`src/rtl/ddsl_pkg.sv`:
```
// shared constants and types for the dual converter serial load block
package ddsl_pkg;
  // serial frame layout
  localparam int          FRAME_W   = 16;
  localparam int          CODE_W    = 12;
  localparam int          NUM_CH    = 2;
  localparam int          MODE_HI   = 15;
  localparam int          MODE_LO   = 14;
  localparam int          TERM_HI   = 13;
  localparam int          TERM_LO   = 12;
  localparam int          SEL_BIT   = 12;
  localparam logic [4:0]  CNT_LAST  = 5'h0F;
  localparam logic [4:0]  CNT_ZERO  = 5'h00;
  localparam logic [4:0]  CNT_ONE   = 5'h01;

  // operating mode field encodings
  localparam logic [1:0]  MODE_ONE  = 2'h0;
  localparam logic [1:0]  MODE_BOTH = 2'h1;
  localparam logic [1:0]  MODE_PD   = 2'h2;

  // power-down termination, zero means powered up
  localparam logic [1:0]  TERM_AWAKE = 2'h0;

  localparam int          FIFO_DEPTH = 8;

  // register map, byte addresses
  localparam int          ADDR_W    = 5;
  localparam logic [4:0]  OFS_CTRL  = 5'h00;
  localparam logic [4:0]  OFS_STAT  = 5'h04;
  localparam logic [4:0]  OFS_CODES = 5'h08;
  localparam logic [4:0]  OFS_FRMS  = 5'h0C;
  localparam logic [4:0]  OFS_ABRT  = 5'h10;

  localparam int          CTRL_EN_BIT   = 0;
  localparam int          CTRL_HOLD_BIT = 1;
  localparam logic [1:0]  CTRL_RST      = 2'h1;
  localparam int          STAT_LVL_LO   = 0;
  localparam int          STAT_PD_BIT   = 4;
  localparam int          STAT_OVR_BIT  = 5;
  localparam int          CODEB_LO      = 16;
  localparam logic [15:0] CNT16_ONE     = 16'h0001;

  typedef enum logic [1:0] {
    LK_IDLE,
    LK_SHIFT,
    LK_FULL
  } ddsl_link_t;
endpackage : ddsl_pkg

```
`src/rtl/ddsl_fifo_if.sv`:
```
// stream carrier between frame receiver and frame buffer
`timescale 1ns/1ps
interface ddsl_fifo_if #(
  parameter int WIDTH = 16,
  parameter int LVL_W = 4
);
  logic             push_valid;
  logic             push_ready;
  logic [WIDTH-1:0] push_data;
  logic             pop_valid;
  logic             pop_ready;
  logic [WIDTH-1:0] pop_data;
  logic [LVL_W-1:0] level;

  modport buf_side (
    input  push_valid, push_data, pop_ready,
    output push_ready, pop_valid, pop_data, level
  );
  modport user_side (
    output push_valid, push_data, pop_ready,
    input  push_ready, pop_valid, pop_data, level
  );
endinterface : ddsl_fifo_if

```
`src/rtl/ddsl_fifo.sv`:
```
// frame buffer with valid/ready on both sides
`timescale 1ns/1ps
module ddsl_fifo #(
  parameter int WIDTH = 16,
  parameter int DEPTH = 8,
  parameter int LVL_W = $clog2(DEPTH + 1)
) (
  input  wire logic  mclk_i,
  input  wire logic  rstn_i,
  ddsl_fifo_if.buf_side f
);
  localparam int PTR_W = $clog2(DEPTH);

  logic [WIDTH-1:0] mem [DEPTH];
  logic [PTR_W-1:0] wr_ptr_ff;
  logic [PTR_W-1:0] rd_ptr_ff;
  logic [LVL_W-1:0] cnt_ff;
  wire              full  = (cnt_ff == LVL_W'(DEPTH));
  wire              empty = (cnt_ff == '0);
  wire              wr_en = f.push_valid & ~full;
  wire              rd_en = f.pop_ready & ~empty;

  // full refuses pushes honestly so the source sees back-pressure
  assign f.push_ready = ~full;
  assign f.pop_valid  = ~empty;
  assign f.pop_data   = mem[rd_ptr_ff];
  assign f.level      = cnt_ff;

  // storage has no reset, only pointers and count carry state
  always_ff @(posedge mclk_i) begin
    if (wr_en) begin
      mem[wr_ptr_ff] <= f.push_data;
    end
  end

  // pointers wrap on the power-of-two depth
  always_ff @(posedge mclk_i) begin
    if (!rstn_i) begin
      wr_ptr_ff <= '0;
      rd_ptr_ff <= '0;
      cnt_ff    <= '0;
    end else begin
      wr_ptr_ff <= wr_en ? wr_ptr_ff + 1'b1 : wr_ptr_ff;
      rd_ptr_ff <= rd_en ? rd_ptr_ff + 1'b1 : rd_ptr_ff;
      cnt_ff    <= cnt_ff + LVL_W'(wr_en) - LVL_W'(rd_en);
    end
  end
endmodule : ddsl_fifo

```
`src/rtl/ddsl_top.sv`:
```
// serial load, frame buffer and update logic of the dual converter
`timescale 1ns/1ps
module ddsl_top
  import ddsl_pkg::*;
#(
  parameter int DEPTH = FIFO_DEPTH
) (
  input  wire logic              mclk_i,
  input  wire logic              rstn_i,
  input  wire logic              sync_n_i,
  input  wire logic              sclk_i,
  input  wire logic              din_i,
  input  wire logic [ADDR_W-1:0] avs_address_i,
  input  wire logic              avs_read_i,
  input  wire logic              avs_write_i,
  input  wire logic [31:0]       avs_writedata_i,
  input  wire logic [3:0]        avs_byteenable_i,
  output logic      [31:0]       avs_readdata_o,
  output logic                   avs_waitrequest_o,
  output logic      [CODE_W-1:0] channel_a_output_o,
  output logic      [CODE_W-1:0] channel_b_output_o,
  output logic      [1:0]        pd_term_o
);
  localparam int LVL_W = $clog2(DEPTH + 1);

  // mode field decode, used by buffer drain and checks
  function automatic logic [1:0] frame_mode(input logic [FRAME_W-1:0] w);
    frame_mode = w[MODE_HI:MODE_LO];
  endfunction : frame_mode

  // ---------------- pin synchronisers ----------------
  logic [1:0] sync_meta_ff;
  logic [1:0] sync_s_ff;
  logic       sclk_meta_ff;
  logic       sclk_s_ff;
  logic       sclk_d_ff;
  logic       din_meta_ff;
  logic       din_s_ff;

  // two flops on din, four on the strobe; sclk gets a third stage only for edge finding
  always_ff @(posedge mclk_i) begin
    if (!rstn_i) begin
      sync_meta_ff <= 2'h3;
      sync_s_ff    <= 2'h3;
      sclk_meta_ff <= 1'b1;
      sclk_s_ff    <= 1'b1;
      sclk_d_ff    <= 1'b1;
      din_meta_ff  <= 1'b0;
      din_s_ff     <= 1'b0;
    end else begin
      sync_meta_ff <= {sync_meta_ff[0], sync_n_i};
      sync_s_ff    <= {sync_s_ff[0], sync_meta_ff[1]};
      sclk_meta_ff <= sclk_i;
      sclk_s_ff    <= sclk_meta_ff;
      sclk_d_ff    <= sclk_s_ff;
      din_meta_ff  <= din_i;
      din_s_ff     <= din_meta_ff;
    end
  end

  wire sync_s    = sync_s_ff[1];
  wire sclk_fall = sclk_d_ff & ~sclk_s_ff;

  // ---------------- control registers ----------------
  logic [1:0]  ctrl_ff;
  logic        ovr_ff;
  logic [15:0] frames_ff;
  logic [15:0] aborts_ff;
  wire         rx_enable = ctrl_ff[CTRL_EN_BIT];
  wire         hold      = ctrl_ff[CTRL_HOLD_BIT];

  // ---------------- frame receiver ----------------
  ddsl_link_t         state_ff;
  ddsl_link_t         nxt_state;
  logic [4:0]         bit_cnt_ff;
  logic [FRAME_W-1:0] shift_ff;
  logic               push_valid_ff;
  logic [FRAME_W-1:0] push_data_ff;

  ddsl_fifo_if #(.WIDTH(FRAME_W), .LVL_W(LVL_W)) fifo_if ();

  wire take_bit  = (state_ff == LK_SHIFT) & ~sync_s & sclk_fall;
  wire last_bit  = take_bit & (bit_cnt_ff == CNT_LAST);
  wire abort_now = (state_ff == LK_SHIFT) & sync_s;
  wire [FRAME_W-1:0] nxt_shift = {shift_ff[FRAME_W-2:0], din_s_ff};

  // strobe fall opens a frame; rise before the count ends aborts it
  always_comb begin
    nxt_state = state_ff;
    case (state_ff)
      LK_IDLE: begin
        if (!sync_s && rx_enable) begin
          nxt_state = LK_SHIFT;
        end
      end
      LK_SHIFT: begin
        if (abort_now) begin
          nxt_state = LK_IDLE;
        end else if (last_bit) begin
          nxt_state = LK_FULL;
        end
      end
      LK_FULL: begin
        if (sync_s) begin
          nxt_state = LK_IDLE;
        end
      end
      default: nxt_state = LK_IDLE;
    endcase
  end

  // extra edges after the sixteenth are ignored until the strobe rises
  always_ff @(posedge mclk_i) begin
    if (!rstn_i) begin
      state_ff   <= LK_IDLE;
      bit_cnt_ff <= CNT_ZERO;
      shift_ff   <= '0;
    end else begin
      state_ff   <= nxt_state;
      bit_cnt_ff <= (state_ff != LK_SHIFT) ? CNT_ZERO :
                    take_bit ? bit_cnt_ff + CNT_ONE : bit_cnt_ff;
      shift_ff   <= take_bit ? nxt_shift : shift_ff;
    end
  end

  // completed word is handed to the buffer as a one-cycle push
  always_ff @(posedge mclk_i) begin
    if (!rstn_i) begin
      push_valid_ff <= 1'b0;
      push_data_ff  <= '0;
    end else begin
      push_valid_ff <= last_bit;
      push_data_ff  <= last_bit ? nxt_shift : push_data_ff;
    end
  end

  assign fifo_if.push_valid = push_valid_ff;
  assign fifo_if.push_data  = push_data_ff;
  // holding the drain lets software batch frames; release applies them one per cycle
  assign fifo_if.pop_ready  = ~hold;

  ddsl_fifo #(
    .WIDTH (FRAME_W),
    .DEPTH (DEPTH),
    .LVL_W (LVL_W)
  ) i_ddsl_fifo (
    .mclk_i (mclk_i),
    .rstn_i (rstn_i),
    .f      (fifo_if.buf_side)
  );

  // ---------------- frame apply ----------------
  wire               pop_fire = fifo_if.pop_valid & fifo_if.pop_ready;
  wire [FRAME_W-1:0] pw       = fifo_if.pop_data;
  wire [1:0]         pmode    = frame_mode(pw);
  wire               is_pd    = pop_fire & (pmode == MODE_PD);
  wire               is_wr    = pop_fire &
                                ((pmode == MODE_ONE) | (pmode == MODE_BOTH));
  wire               overrun  = push_valid_ff & ~fifo_if.push_ready;

  logic [CODE_W-1:0] code_ff [NUM_CH];
  logic [CODE_W-1:0] out_ff  [NUM_CH];
  logic [1:0]        pd_term_ff;

  // one code register and one output stage per channel
  genvar ch;
  generate
    for (ch = 0; ch < NUM_CH; ch++) begin : g_ch
      wire hit = is_wr & ((pmode == MODE_BOTH) |
                          (pw[SEL_BIT] == 1'(ch)));
      always_ff @(posedge mclk_i) begin
        if (!rstn_i) begin
          code_ff[ch] <= '0;
          out_ff[ch]  <= '0;
        end else begin
          code_ff[ch] <= hit ? pw[CODE_W-1:0] : code_ff[ch];
          out_ff[ch]  <= (pd_term_ff != TERM_AWAKE) ? '0 : code_ff[ch];
        end
      end
    end
  endgenerate

  // a write wakes the device; mode three is not acted upon
  always_ff @(posedge mclk_i) begin
    if (!rstn_i) begin
      pd_term_ff <= TERM_AWAKE;
    end else if (is_pd) begin
      pd_term_ff <= pw[TERM_HI:TERM_LO];
    end else if (is_wr) begin
      pd_term_ff <= TERM_AWAKE;
    end
  end

  assign channel_a_output_o = out_ff[0];
  assign channel_b_output_o = out_ff[1];
  assign pd_term_o          = pd_term_ff;

  // ---------------- register bus slave ----------------
  logic        ack_ff;
  logic        waitreq_ff;
  logic [31:0] rdata_ff;
  wire         req     = avs_read_i | avs_write_i;
  wire         nxt_ack = req & ~ack_ff;
  wire         wr_fire = avs_write_i & ack_ff;
  wire         be0     = avs_byteenable_i[0];
  wire         wr_ctrl = wr_fire & be0 & (avs_address_i == OFS_CTRL);
  wire         wr_stat = wr_fire & be0 & (avs_address_i == OFS_STAT);
  wire         ovr_clr = wr_stat & avs_writedata_i[STAT_OVR_BIT];
  wire [31:0]  stat_w  = {26'h0, ovr_ff, (pd_term_ff != TERM_AWAKE),
                          4'(fifo_if.level)};
  wire [31:0]  codes_w = {4'h0, code_ff[1], 4'h0, code_ff[0]};
  wire [31:0]  rd_mux  =
    (avs_address_i == OFS_CTRL)  ? {30'h0, ctrl_ff} :
    (avs_address_i == OFS_STAT)  ? stat_w :
    (avs_address_i == OFS_CODES) ? codes_w :
    (avs_address_i == OFS_FRMS)  ? {16'h0, frames_ff} :
    (avs_address_i == OFS_ABRT)  ? {16'h0, aborts_ff} : 32'h0;

  // fixed one wait state; unmapped reads give zero, writes are dropped
  always_ff @(posedge mclk_i) begin
    if (!rstn_i) begin
      ack_ff     <= 1'b0;
      waitreq_ff <= 1'b1;
      rdata_ff   <= 32'h0;
    end else begin
      ack_ff     <= nxt_ack;
      waitreq_ff <= ~nxt_ack;
      rdata_ff   <= (nxt_ack & avs_read_i) ? rd_mux : rdata_ff;
    end
  end

  assign avs_readdata_o    = rdata_ff;
  assign avs_waitrequest_o = waitreq_ff;

  // overrun set beats a same-cycle clear so no loss goes unseen
  always_ff @(posedge mclk_i) begin
    if (!rstn_i) begin
      ctrl_ff   <= CTRL_RST;
      ovr_ff    <= 1'b0;
      frames_ff <= '0;
      aborts_ff <= '0;
    end else begin
      ctrl_ff   <= wr_ctrl ? avs_writedata_i[1:0] : ctrl_ff;
      ovr_ff    <= overrun | (ovr_ff & ~ovr_clr);
      frames_ff <= pop_fire ? frames_ff + CNT16_ONE : frames_ff;
      aborts_ff <= abort_now ? aborts_ff + CNT16_ONE : aborts_ff;
    end
  end

  // ---------------- checks ----------------
  logic seen_wr_ff;
  always_ff @(posedge mclk_i) begin
    if (!rstn_i) begin
      seen_wr_ff <= 1'b0;
    end else begin
      seen_wr_ff <= seen_wr_ff | is_wr;
    end
  end

  property p_bit_capture;
    @(posedge mclk_i) disable iff (!rstn_i)
      take_bit |=> shift_ff[0] == $past(din_s_ff);
  endproperty
  a_bit_capture: assert property (p_bit_capture)
    else $error("serial bit not captured on falling edge");

  property p_shift_low_only;
    @(posedge mclk_i) disable iff (!rstn_i)
      (shift_ff != $past(shift_ff)) |-> !$past(sync_s, 1);
  endproperty
  a_shift_low_only: assert property (p_shift_low_only)
    else $error("shift register moved while strobe high");

  property p_push_on_16th;
    @(posedge mclk_i) disable iff (!rstn_i)
      last_bit |=> push_valid_ff ##1 !push_valid_ff;
  endproperty
  a_push_on_16th: assert property (p_push_on_16th)
    else $error("frame not pushed at sixteenth edge");

  property p_abort;
    @(posedge mclk_i) disable iff (!rstn_i)
      abort_now |=> !push_valid_ff && state_ff == LK_IDLE &&
                    aborts_ff == $past(aborts_ff) + CNT16_ONE;
  endproperty
  a_abort: assert property (p_abort)
    else $error("aborted frame was not discarded");

  property p_both_equal;
    @(posedge mclk_i) disable iff (!rstn_i)
      (pop_fire && pmode == MODE_BOTH) |=> code_ff[0] == code_ff[1];
  endproperty
  a_both_equal: assert property (p_both_equal)
    else $error("joint update left channels different");

  property p_single_keeps_other;
    @(posedge mclk_i) disable iff (!rstn_i)
      (pop_fire && pmode == MODE_ONE && !pw[SEL_BIT])
        |=> $stable(code_ff[1]);
  endproperty
  a_single_keeps_other: assert property (p_single_keeps_other)
    else $error("write to channel a disturbed channel b");

  property p_zero_until_write;
    @(posedge mclk_i) disable iff (!rstn_i)
      !seen_wr_ff |-> ##1 (out_ff[0] == '0 && out_ff[1] == '0);
  endproperty
  a_zero_until_write: assert property (p_zero_until_write)
    else $error("output nonzero before first write");

  property p_pd_zero;
    @(posedge mclk_i) disable iff (!rstn_i)
      is_pd && pw[TERM_HI:TERM_LO] != TERM_AWAKE
        |=> ##1 out_ff[0] == '0 && pd_term_ff == $past(pw[TERM_HI:TERM_LO], 2);
  endproperty
  a_pd_zero: assert property (p_pd_zero)
    else $error("power-down frame not applied");

  property p_code_only_on_write;
    @(posedge mclk_i) disable iff (!rstn_i)
      (code_ff[0] != $past(code_ff[0])) |-> $past(is_wr);
  endproperty
  a_code_only_on_write: assert property (p_code_only_on_write)
    else $error("channel code changed without a write");

  property p_msb_first;
    @(posedge mclk_i) disable iff (!rstn_i)
      last_bit |=> push_data_ff[FRAME_W-1] == $past(shift_ff[FRAME_W-2]);
  endproperty
  a_msb_first: assert property (p_msb_first)
    else $error("first bit did not land at the top");
endmodule : ddsl_top

```
`config.mk`:
```
export PLATFORM = sky130hd
export DESIGN_NAME = ddsl_top
export DESIGN_NICKNAME = d
export VERILOG_FILES = /design/src/rtl/ddsl_pkg.sv /design/src/rtl/ddsl_fifo_if.sv /design/src/rtl/ddsl_fifo.sv /design/src/rtl/ddsl_top.sv
export SDC_FILE = /design/constraint.sdc
export NUM_CORES = 1
export LEC_CHECK = 0
export ABC_AREA = 1
export ABC_CLOCK_PERIOD_IN_PS = 4540
export BUFFER_PORTS_ARGS = -buffer_cell sky130_fd_sc_hd__buf_2
export CORE_ASPECT_RATIO = 0.8
export CORE_MARGIN = 3
export CORE_UTILIZATION = 45
export CTS_BUF_LIST = sky130_fd_sc_hd__clkbuf_8
export DETAILED_ROUTE_END_ITERATION = 16
export PLACE_DENSITY = 0.65
export SYNTH_ARGS = -nofsm -noshare
export SYNTH_HDL_FRONTEND = slang
export SYNTH_SLANG_ARGS = --single-unit
```
`constraint.sdc`:
```
create_clock -name mclk_i -period 4.54 [get_ports mclk_i]
set_clock_uncertainty 0.1 [all_clocks]
set_input_delay 0.681 -clock mclk_i [delete_from_list [all_inputs] [get_ports mclk_i]]
set_output_delay 0.681 -clock mclk_i [all_outputs]
set_load 0.01 [all_outputs]
```
==> summary.txt, run 1 <==
Hold path
  – Critical hold path startpoint: sync_n_i
  – Hold Path Stages: 2
  – Hold path endpoint: sync_meta_ff[0]$_SDFF_PN1_
  – Worst min path class: input port to register

Worst setup path
  – Reg2reg setup slack: 1.53 ns
  – RR Startpoint: state_ff[1]$_SDFFE_PN0P_
  – Worst Setup End Kind: register
  – Max incr delay on CP: 0.67 ns
  – CP Data Required Time: 4.94 ns
  – R2R depth: 11
  – Reg2reg end: fifo_if.push_data[3]$_SDFFE_PN0P_
  – Crit Path Category: register to register
  – Crit path DAT: 3.41 ns
  – Startpoint Class: register
  – CP max FO: 21
  – Cell repeated most along the worst path: nand2_1
  – Slowest CP cell: inv_1
  – Crit-path cells: inv_2 -> nand2_1 -> nor2_1 -> nand3_1 -> inv_1 -> nand2_2 -> inv_2 -> nand2_1 -> inv_2 -> nand2_1 -> nand2_1

Synthesis
  – Unique masters post-synth: 38
  – Asr flop ratio synth: 0
  – Post-synthesis cell area: 12,290 um^2
  – Top cell type by total area after synthesis: edfxtp_1
  – Synthesized instance count: 1,353
  – Yosys top cell area share: 0.3129
  – Sequential share of the synthesized area: 0.5997
  – Synth Register Bits: 304
  – Number of flops mapped to enable cells by yosys: 128
  – Largest cells by area after synthesis: edfxtp_1 (31%), dfxtp_1 (29%), nand2_1 (7.4%), nor2_1 (6.1%), o21ai_0 (4.5%)
  – Yosys warns: 0
  – Ys flop type: dfxtp_1
  – Syn avg cell area: 9.080 um^2

Cells and area
  – Area Growth Syn to Fin: 11.86%
  – Fill count: 2,495
  – Nets@finish: 1,486
  – Share of cells above drive strength 1: 0.1259

Route
  – DR WL/cell: 15.39 um
  – # DRC: 0
  – TritonRoute pass-1 iters: 5
  – Total Wirelength: 28,010 um
  – Antenna-violating nets left: 0
  – Vias per cell: 5.076
  – Iter 0 DRT Violations: 799
  – Vias: 9,238

Timing
  – RSZ-0062 raised after global routing: false
  – Final Critical Period: 3.010 ns
  – Final setup violation count: 0
  – Hold Worst Slack: 0.1880 ns
  – Worst-Margin Slew: 0.9519 ns
  – Final Max Slew Viols: 0
  – Fin. Hold Viols: 0
  – Fmax: 332.2 MHz
  – Setup_tns: 0 ns
  – Worst relative slew slack: 0.3639
  – Fin crit share: 0.6630

Die
  – Die H: 153.8 um
  – Full die area: 29,330 um^2
  – Die Wd: 190.7 um
  – Initial Utilization: 0.4620
  – I/O pin count: 107
  – Row count: 53
  – Core area: 26,590 um^2

Clock network
  – Clock sinks: 304
  – CTS max path bufs: 3
  – H-tree depth: 2
  – Worst skew pair latency: 0.57 ns
  – Post CTS Setup Buffer Count: 0
  – Clk slew on worst S/H paths: 0.06 ns
  – Post-CTS Hold Buffers: 0
  – Post-cts sizing count: 0
  – CTS buffer count: 45
  – CTS tree: built
  – Clock Tree Root: clkbuf_8

GRT
  – Vias in the first global route: 8,377
  – Largest net degree at the start of global routing: 61
  – First-pass GRT wire length: 44,660 um
  – GR Util All Layers: 0.1908
  – Global route overflow: 0
  – Initial antenna violation count: 0

Pwr
  – Pleak: 0.005288 uW
  – Maximum vdd drop: 0.0002377 V
  – Pwr per Cell Area: 498.8 nW/um^2

Placed design
  – Placer congestion estimate: 0.8479
  – Port Buffers: 70
  – Final HPWL DP: 17,690 um

Flow run
  – Max-cap violations: 0

Outcome
  – Outcome: finished, final reports clean
==> area by class of cell <==
cell class / count / area [um^2] / area share
sequential: 304 / 7368 / 0.5361
antenna: 1 / 2.502 / 0.0001821
tap: 357 / 446.7 / 0.03250
inverter: 134 / 503.0 / 0.03660
clock buffer: 52 / 715.7 / 0.05208
timing repair buffer: 86 / 470.5 / 0.03423
multi-input combinational: 854 / 4040 / 0.2940
clock inverter: 32 / 196.4 / 0.01429
==> stage by stage <==
stage | power, uW | util | instance area [um^2] | instances | setup slack [ns]
finish | 6855 | 0.5168 | 13740 | 1820 | 1.530
CTS | 6903 | 0.5167 | 13740 | 1819 | 1.501
floorplan | 4403 | - | 12300 | 1356 | 2.283
global placement | 4661 | 0.4824 | 12830 | 1735 | 1.551
detailed placement | 4682 | 0.4824 | 12830 | 1735 | 1.523
global route | 7244 | 0.5167 | 13740 | 1819 | 1.159
==> worst max-delay path: cells and delay by family (launching register included) <==
family / cells / cell delay (ns)
and+or+nand+nor: 7 / 1.35
buffers and inverters: 4 / 1.15
DFF: 1 / 0.32
==> cells in the mapped netlist, types with 14 or more instances <==
cell type,instances
a21oi_1,104
buf_2,20
clkbuf_1,25
dfxtp_1,176
edfxtp_1,128
inv_1,123
nand2_1,243
nand3_1,76
nand4_1,14
nor2_1,200
o211ai_1,27
o21ai_0,111
==> routing by layer <==
metal  share of wire  track usage  vias to the layer above
li1                -            -                     4636
met4           0.019      0.05519                        0
met3           0.065      0.03579                       43
met5               0            0                        -
met1            0.50       0.2942                     4305
met2            0.42       0.2736                      254
==> worst max path at each step <==
stage | from | to | slack (ns) | cells after the start
3_5_place_dp | state_ff[1]$_SDFFE_PN0P_ | fifo_if.push_data[3]$_SDFFE_PN0P_ | 1.52 | 11
6_report | state_ff[1]$_SDFFE_PN0P_ | fifo_if.push_data[3]$_SDFFE_PN0P_ | 1.53 | 11
5_1_grt | state_ff[1]$_SDFFE_PN0P_ | fifo_if.push_data[1]$_SDFFE_PN0P_ | 1.16 | 11
4_1_cts | state_ff[1]$_SDFFE_PN0P_ | fifo_if.push_data[4]$_SDFFE_PN0P_ | 1.50 | 11
3_3_place_gp | state_ff[1]$_SDFFE_PN0P_ | fifo_if.push_data[4]$_SDFFE_PN0P_ | 1.55 | 11
2_1_floorplan | i_ddsl_fifo.f.level[2]$_SDFF_PN0_ | i_ddsl_fifo.f.level[2]$_SDFF_PN0_ | 2.28 | 13
==> report_power, final <==
part	switching, uW	leakage, uW	internal (uW)
Clock	1050	0.000540	1170
Sequential	140	0.00243	3030
Combinational	1020	0.00232	439
Total	2210	0.00529	4640
==> sequential cells by signal, indices dropped and copies added, names as in the netlist, 15 cells and up, named ones only <==
register	cells
aborts_ff	16
avs_readdata_o	28
out_ff	24
code_ff	24
i_ddsl_fifo.mem	128
fifo_if.push_data	16
shift_ff	15
frames_ff	16
==> kinds of logic after synthesis <==
logic type	count (synthesis)	share of synthesized area
fa+ha+maj	13	0.01385
simple gates	573	0.1962
compound gates	258	0.1134
flops	304	0.5997
buf+inv	198	0.07241
xor+xnor	6	0.004277
other cells	1	0.0003052
==> placed cells by master (no fill, tap or decap), types with 7 or more instances in the layout <==
cell        n
nand3_1    76
edfxtp_1  128
o21ai_0   111
nor2_1    200
clkbuf_8   52
ha_1       12
nor3_1     13
nand2_1   243
buf_2      70
a211oi_1    7
dfxtp_1   175
o211ai_1   27
inv_1     141
inv_2      10
nand4_1    14
buf_4      16
a21oi_1   104
clkinv_2    8
No activity file was read; power rests on OpenSTA's default activity.
==> run 2: changes to the inputs <==
- ABC_AREA: 1 -> 0
- ABC_CLOCK_PERIOD_IN_PS: 4540 -> 2700
- PLACE_DENSITY: 0.65 -> 0.68
- clock period: 4.54 -> 2.7 ns (I/O delays scaled with it)
==> run 2 against run 1 <==
  * Final area decreased by 0.12%
  * Routed wire length shrank 13%
  * Critical endpoint is now i_ddsl_fifo.f.level[2]$_SDFF_PN0_
  * Sequential power grew 69%
  * Combinational power grew 45%
  * Register-to-register slack got worse by 1.1 ns
  * Largest power group unchanged
==> summary.txt, run 2 <==
Outcome
  – Outcome: finished, final reports clean

Worst setup path
  – R2R depth: 11 (unchanged)
  – RR Startpoint: i_ddsl_fifo.f.level[2]$_SDFF_PN0_
  – Reg2reg setup slack: 0.40 ns (-1.13 ns)
  – CP max FO: 3 (-86%)
  – Worst Setup End Kind: register
  – CP Data Required Time: 3.04 ns (-1.90 ns)
  – Crit Path Category: register to register
  – Crit path DAT: 2.64 ns (-0.77 ns)
  – Startpoint Class: register
  – Reg2reg end: i_ddsl_fifo.f.level[2]$_SDFF_PN0_

Route
  – Antenna-violating nets left: 0 (unchanged)
  – # DRC: 0 (unchanged)
  – Total Wirelength: 24,380 um (-13%)
  – Vias: 7,378 (-20%)
  – TritonRoute pass-1 iters: 8 (+3)
  – Iter 0 DRT Violations: 447 (-44%)
  – DR WL/cell: 16.80 um (+9.2%)
  – Vias per cell: 5.085 (+0.18%)

Synthesis
  – Commonest cells post-synth: dfxtp_1 (176), nand2_1 (142), edfxtp_1 (128)
  – Synth Register Bits: 304 (unchanged)
  – Asr flop ratio synth: 0 (unchanged)
  – Syn avg cell area: 12.47 um^2 (+37%)
  – Number of flops mapped to enable cells by yosys: 128 (unchanged)
  – Synthesized instance count: 961 (-29%)
  – Yosys warns: 0 (unchanged)
  – Most numerous cell in the Yosys netlist: dfxtp_1
  – Post-synthesis cell area: 11,980 um^2 (-2.5%)
  – Unique masters post-synth: 53 (+39%)
  – Ys flop type: dfxtp_1
  – Largest cells by area after synthesis: edfxtp_1 (32%), dfxtp_1 (29%), mux4_2 (5.6%), nand2_1 (4.4%), and2_1 (3.9%)
  – Sequential share of the synthesized area: 0.6148 (+0.01515)
  – Yosys top cell area share: 0.3208 (+0.007906)
  – Top cell type by total area after synthesis: edfxtp_1

Hold path
  – Hold path endpoint: ack_ff$_SDFF_PN0_
  – Worst min path class: input port to register
  – Hold Path Stages: 3 (+1)
  – Critical hold path startpoint: avs_write_i

GRT
  – First-pass GRT wire length: 39,430 um (-12%)
  – Global route overflow: 0 (unchanged)
  – GR Util All Layers: 0.1707 (-0.02013)
  – Vias in the first global route: 7,182 (-14%)
  – Largest net degree at the start of global routing: 89 (+46%)
  – Initial antenna violation count: 0 (unchanged)

Clock network
  – CTS max path bufs: 3 (unchanged)
  – CTS buffer count: 46 (+2.2%)
  – Clk slew on worst S/H paths: 0.06 ns (about the same)
  – H-tree depth: 2 (unchanged)
  – Post-cts sizing count: 0 (unchanged)
  – Worst skew pair latency: 0.55 ns (-0.02 ns)
  – Post-CTS Hold Buffers: 7 (+7)
  – Clock Tree Root: clkbuf_8
  – Clock sinks: 304 (unchanged)
  – Post CTS Setup Buffer Count: 0 (unchanged)
  – CTS tree: built

Cells and area
  – Largest register by flop count: i_ddsl_fifo.mem
  – Area Growth Syn to Fin: 14.56%
  – Multi-input gate area: 4339 um^2 (+7.4%)
  – Antenna diodes: 0 (-1)
  – Share of cells above drive strength 1: 0.1927 (+0.06687)
  – Fill count: 2,249 (-9.9%)
  – Most frequent cells in the layout: dfxtp_1 (175), nand2_1 (142), edfxtp_1 (128)
  – Nets@finish: 1,124 (-24%)
  – Fin util: 0.5328 (+0.01596)
  – Commonest non-fill, non-tap cell in the layout: dfxtp_1
  – Largest register FFs: 128 (unchanged)
  – Post-route cell area: 13,730 um^2 (-0.12%)
  – Sequential cell area: 7368 um^2 (unchanged)

Timing
  – Fmax: 435.3 MHz (+31%)
  – Final Max Slew Viols: 0 (unchanged)
  – Setup_tns: 0 ns (unchanged)
  – RSZ-0062 raised after global routing: false
  – Worst relative slew slack: 0.5723 (+0.2084)
  – Setup WS post-layout: 0.4026 ns (-1.127 ns)
  – Fin crit share: 0.8509 (+0.1879)
  – Final Critical Period: 2.297 ns (-0.7127 ns)
  – Fin. Hold Viols: 0 (unchanged)
  – Final setup violation count: 0 (unchanged)
  – Worst-Margin Slew: 0.6357 ns (-0.3162 ns)

Flow run
  – Max-cap violations: 0 (unchanged)

Die
  – Die Wd: 188.4 um (-1.2%)
  – Initial Utilization: 0.4651 (+0.003078)
  – Row count: 52 (-1.9%)
  – Die H: 152.0 um (-1.2%)
  – I/O pin count: 107 (unchanged)
  – Core area: 25,760 um^2 (-3.1%)
  – Full die area: 28,630 um^2 (-2.4%)

Placed design
  – Placed Area: 12,810 um^2 (-0.16%)
  – Placer congestion estimate: 0.7762 (-8.5%)
  – Port Buffers: 70 (unchanged)
  – Final HPWL DP: 15,890 um (-10%)
  – Pre-CTS setup slack: 0.3979 ns (-1.126 ns)

Pwr
  – Pleak: 0.005091 uW (-3.7%)
  – Pwr per Cell Area: 798.1 nW/um^2 (+60%)
  – Maximum vdd drop: 0.0003615 V (+52%)
run 2: worst max-delay path, stage by stage (launching register included):
cell     delay (ns)
dfxtp_1        0.35
inv_1          0.08
ha_1           0.24
a21o_1         0.23
inv_2          0.07
ha_1           0.22
inv_1          0.06
ha_1           0.15
inv_1          0.05
fa_1           0.37
xnor2_1        0.13
and2_1         0.15
run 2: cell families (layout without fill, tap and decap cells):
kind of cell	count (synthesis)	after routing	share of synthesized area
compound gates	117	117	0.07006
buf+inv	67	203	0.02600
other cells	1	4	0.0003130
xor+xnor	37	37	0.02704
mux	78	78	0.09982
fa+ha+maj	13	13	0.01420
flops	304	304	0.6148
simple gates	344	344	0.1477
run 2: report_power, final:
group,internal [uW],switching [uW]
sequential,5090,290
combinational,1090,1020
clock,1760,1720
run 2: per-layer routing:
layer	track usage	vias to the layer above	share of wire
li1	-	3612	-
met1	0.2580	3544	0.49
met2	0.2532	187	0.43
met3	0.03432	35	0.056
met4	0.04254	0	0.016
met5	0	-	0
run 2: per-stage QoR:
stage	std cells	hold slack [ns]	power [uW]
2_1_floorplan	964	0.2863	7024
3_3_place_gp	1359	0.2892	7567
3_5_place_dp	1359	0.2964	7593
4_1_cts	1451	0.006015	11090
5_1_grt	1451	0.05965	11540
6_report	1451	0.04140	10960
run 2: area by class of cell:
cell class / count / share of cell area
tap: 351 / 0.03199
inverter: 13 / 0.003555
sequential: 304 / 0.5368
clock inverter: 37 / 0.01367
multi-input combinational: 593 / 0.3161
clock buffer: 48 / 0.04813
timing repair buffer: 105 / 0.04977
run 2: worst max path at each step:
stage                                                  from                                end  slack, ns  depth (start not counted)
after CTS                 i_ddsl_fifo.f.level[2]$_SDFF_PN0_  i_ddsl_fifo.f.level[2]$_SDFF_PN0_       0.39                         11
after detailed placement  i_ddsl_fifo.f.level[2]$_SDFF_PN0_  i_ddsl_fifo.f.level[2]$_SDFF_PN0_       0.40                         11
after floorplan           i_ddsl_fifo.f.level[2]$_SDFF_PN0_    i_ddsl_fifo.mem[6][0]$_DFFE_PP_       0.38                          5
after global placement    i_ddsl_fifo.f.level[2]$_SDFF_PN0_  i_ddsl_fifo.f.level[2]$_SDFF_PN0_       0.40                         11
final                     i_ddsl_fifo.f.level[2]$_SDFF_PN0_  i_ddsl_fifo.f.level[2]$_SDFF_PN0_       0.40                         11
after global routing      i_ddsl_fifo.f.level[2]$_SDFF_PN0_  i_ddsl_fifo.f.level[2]$_SDFF_PN0_       0.25                         11
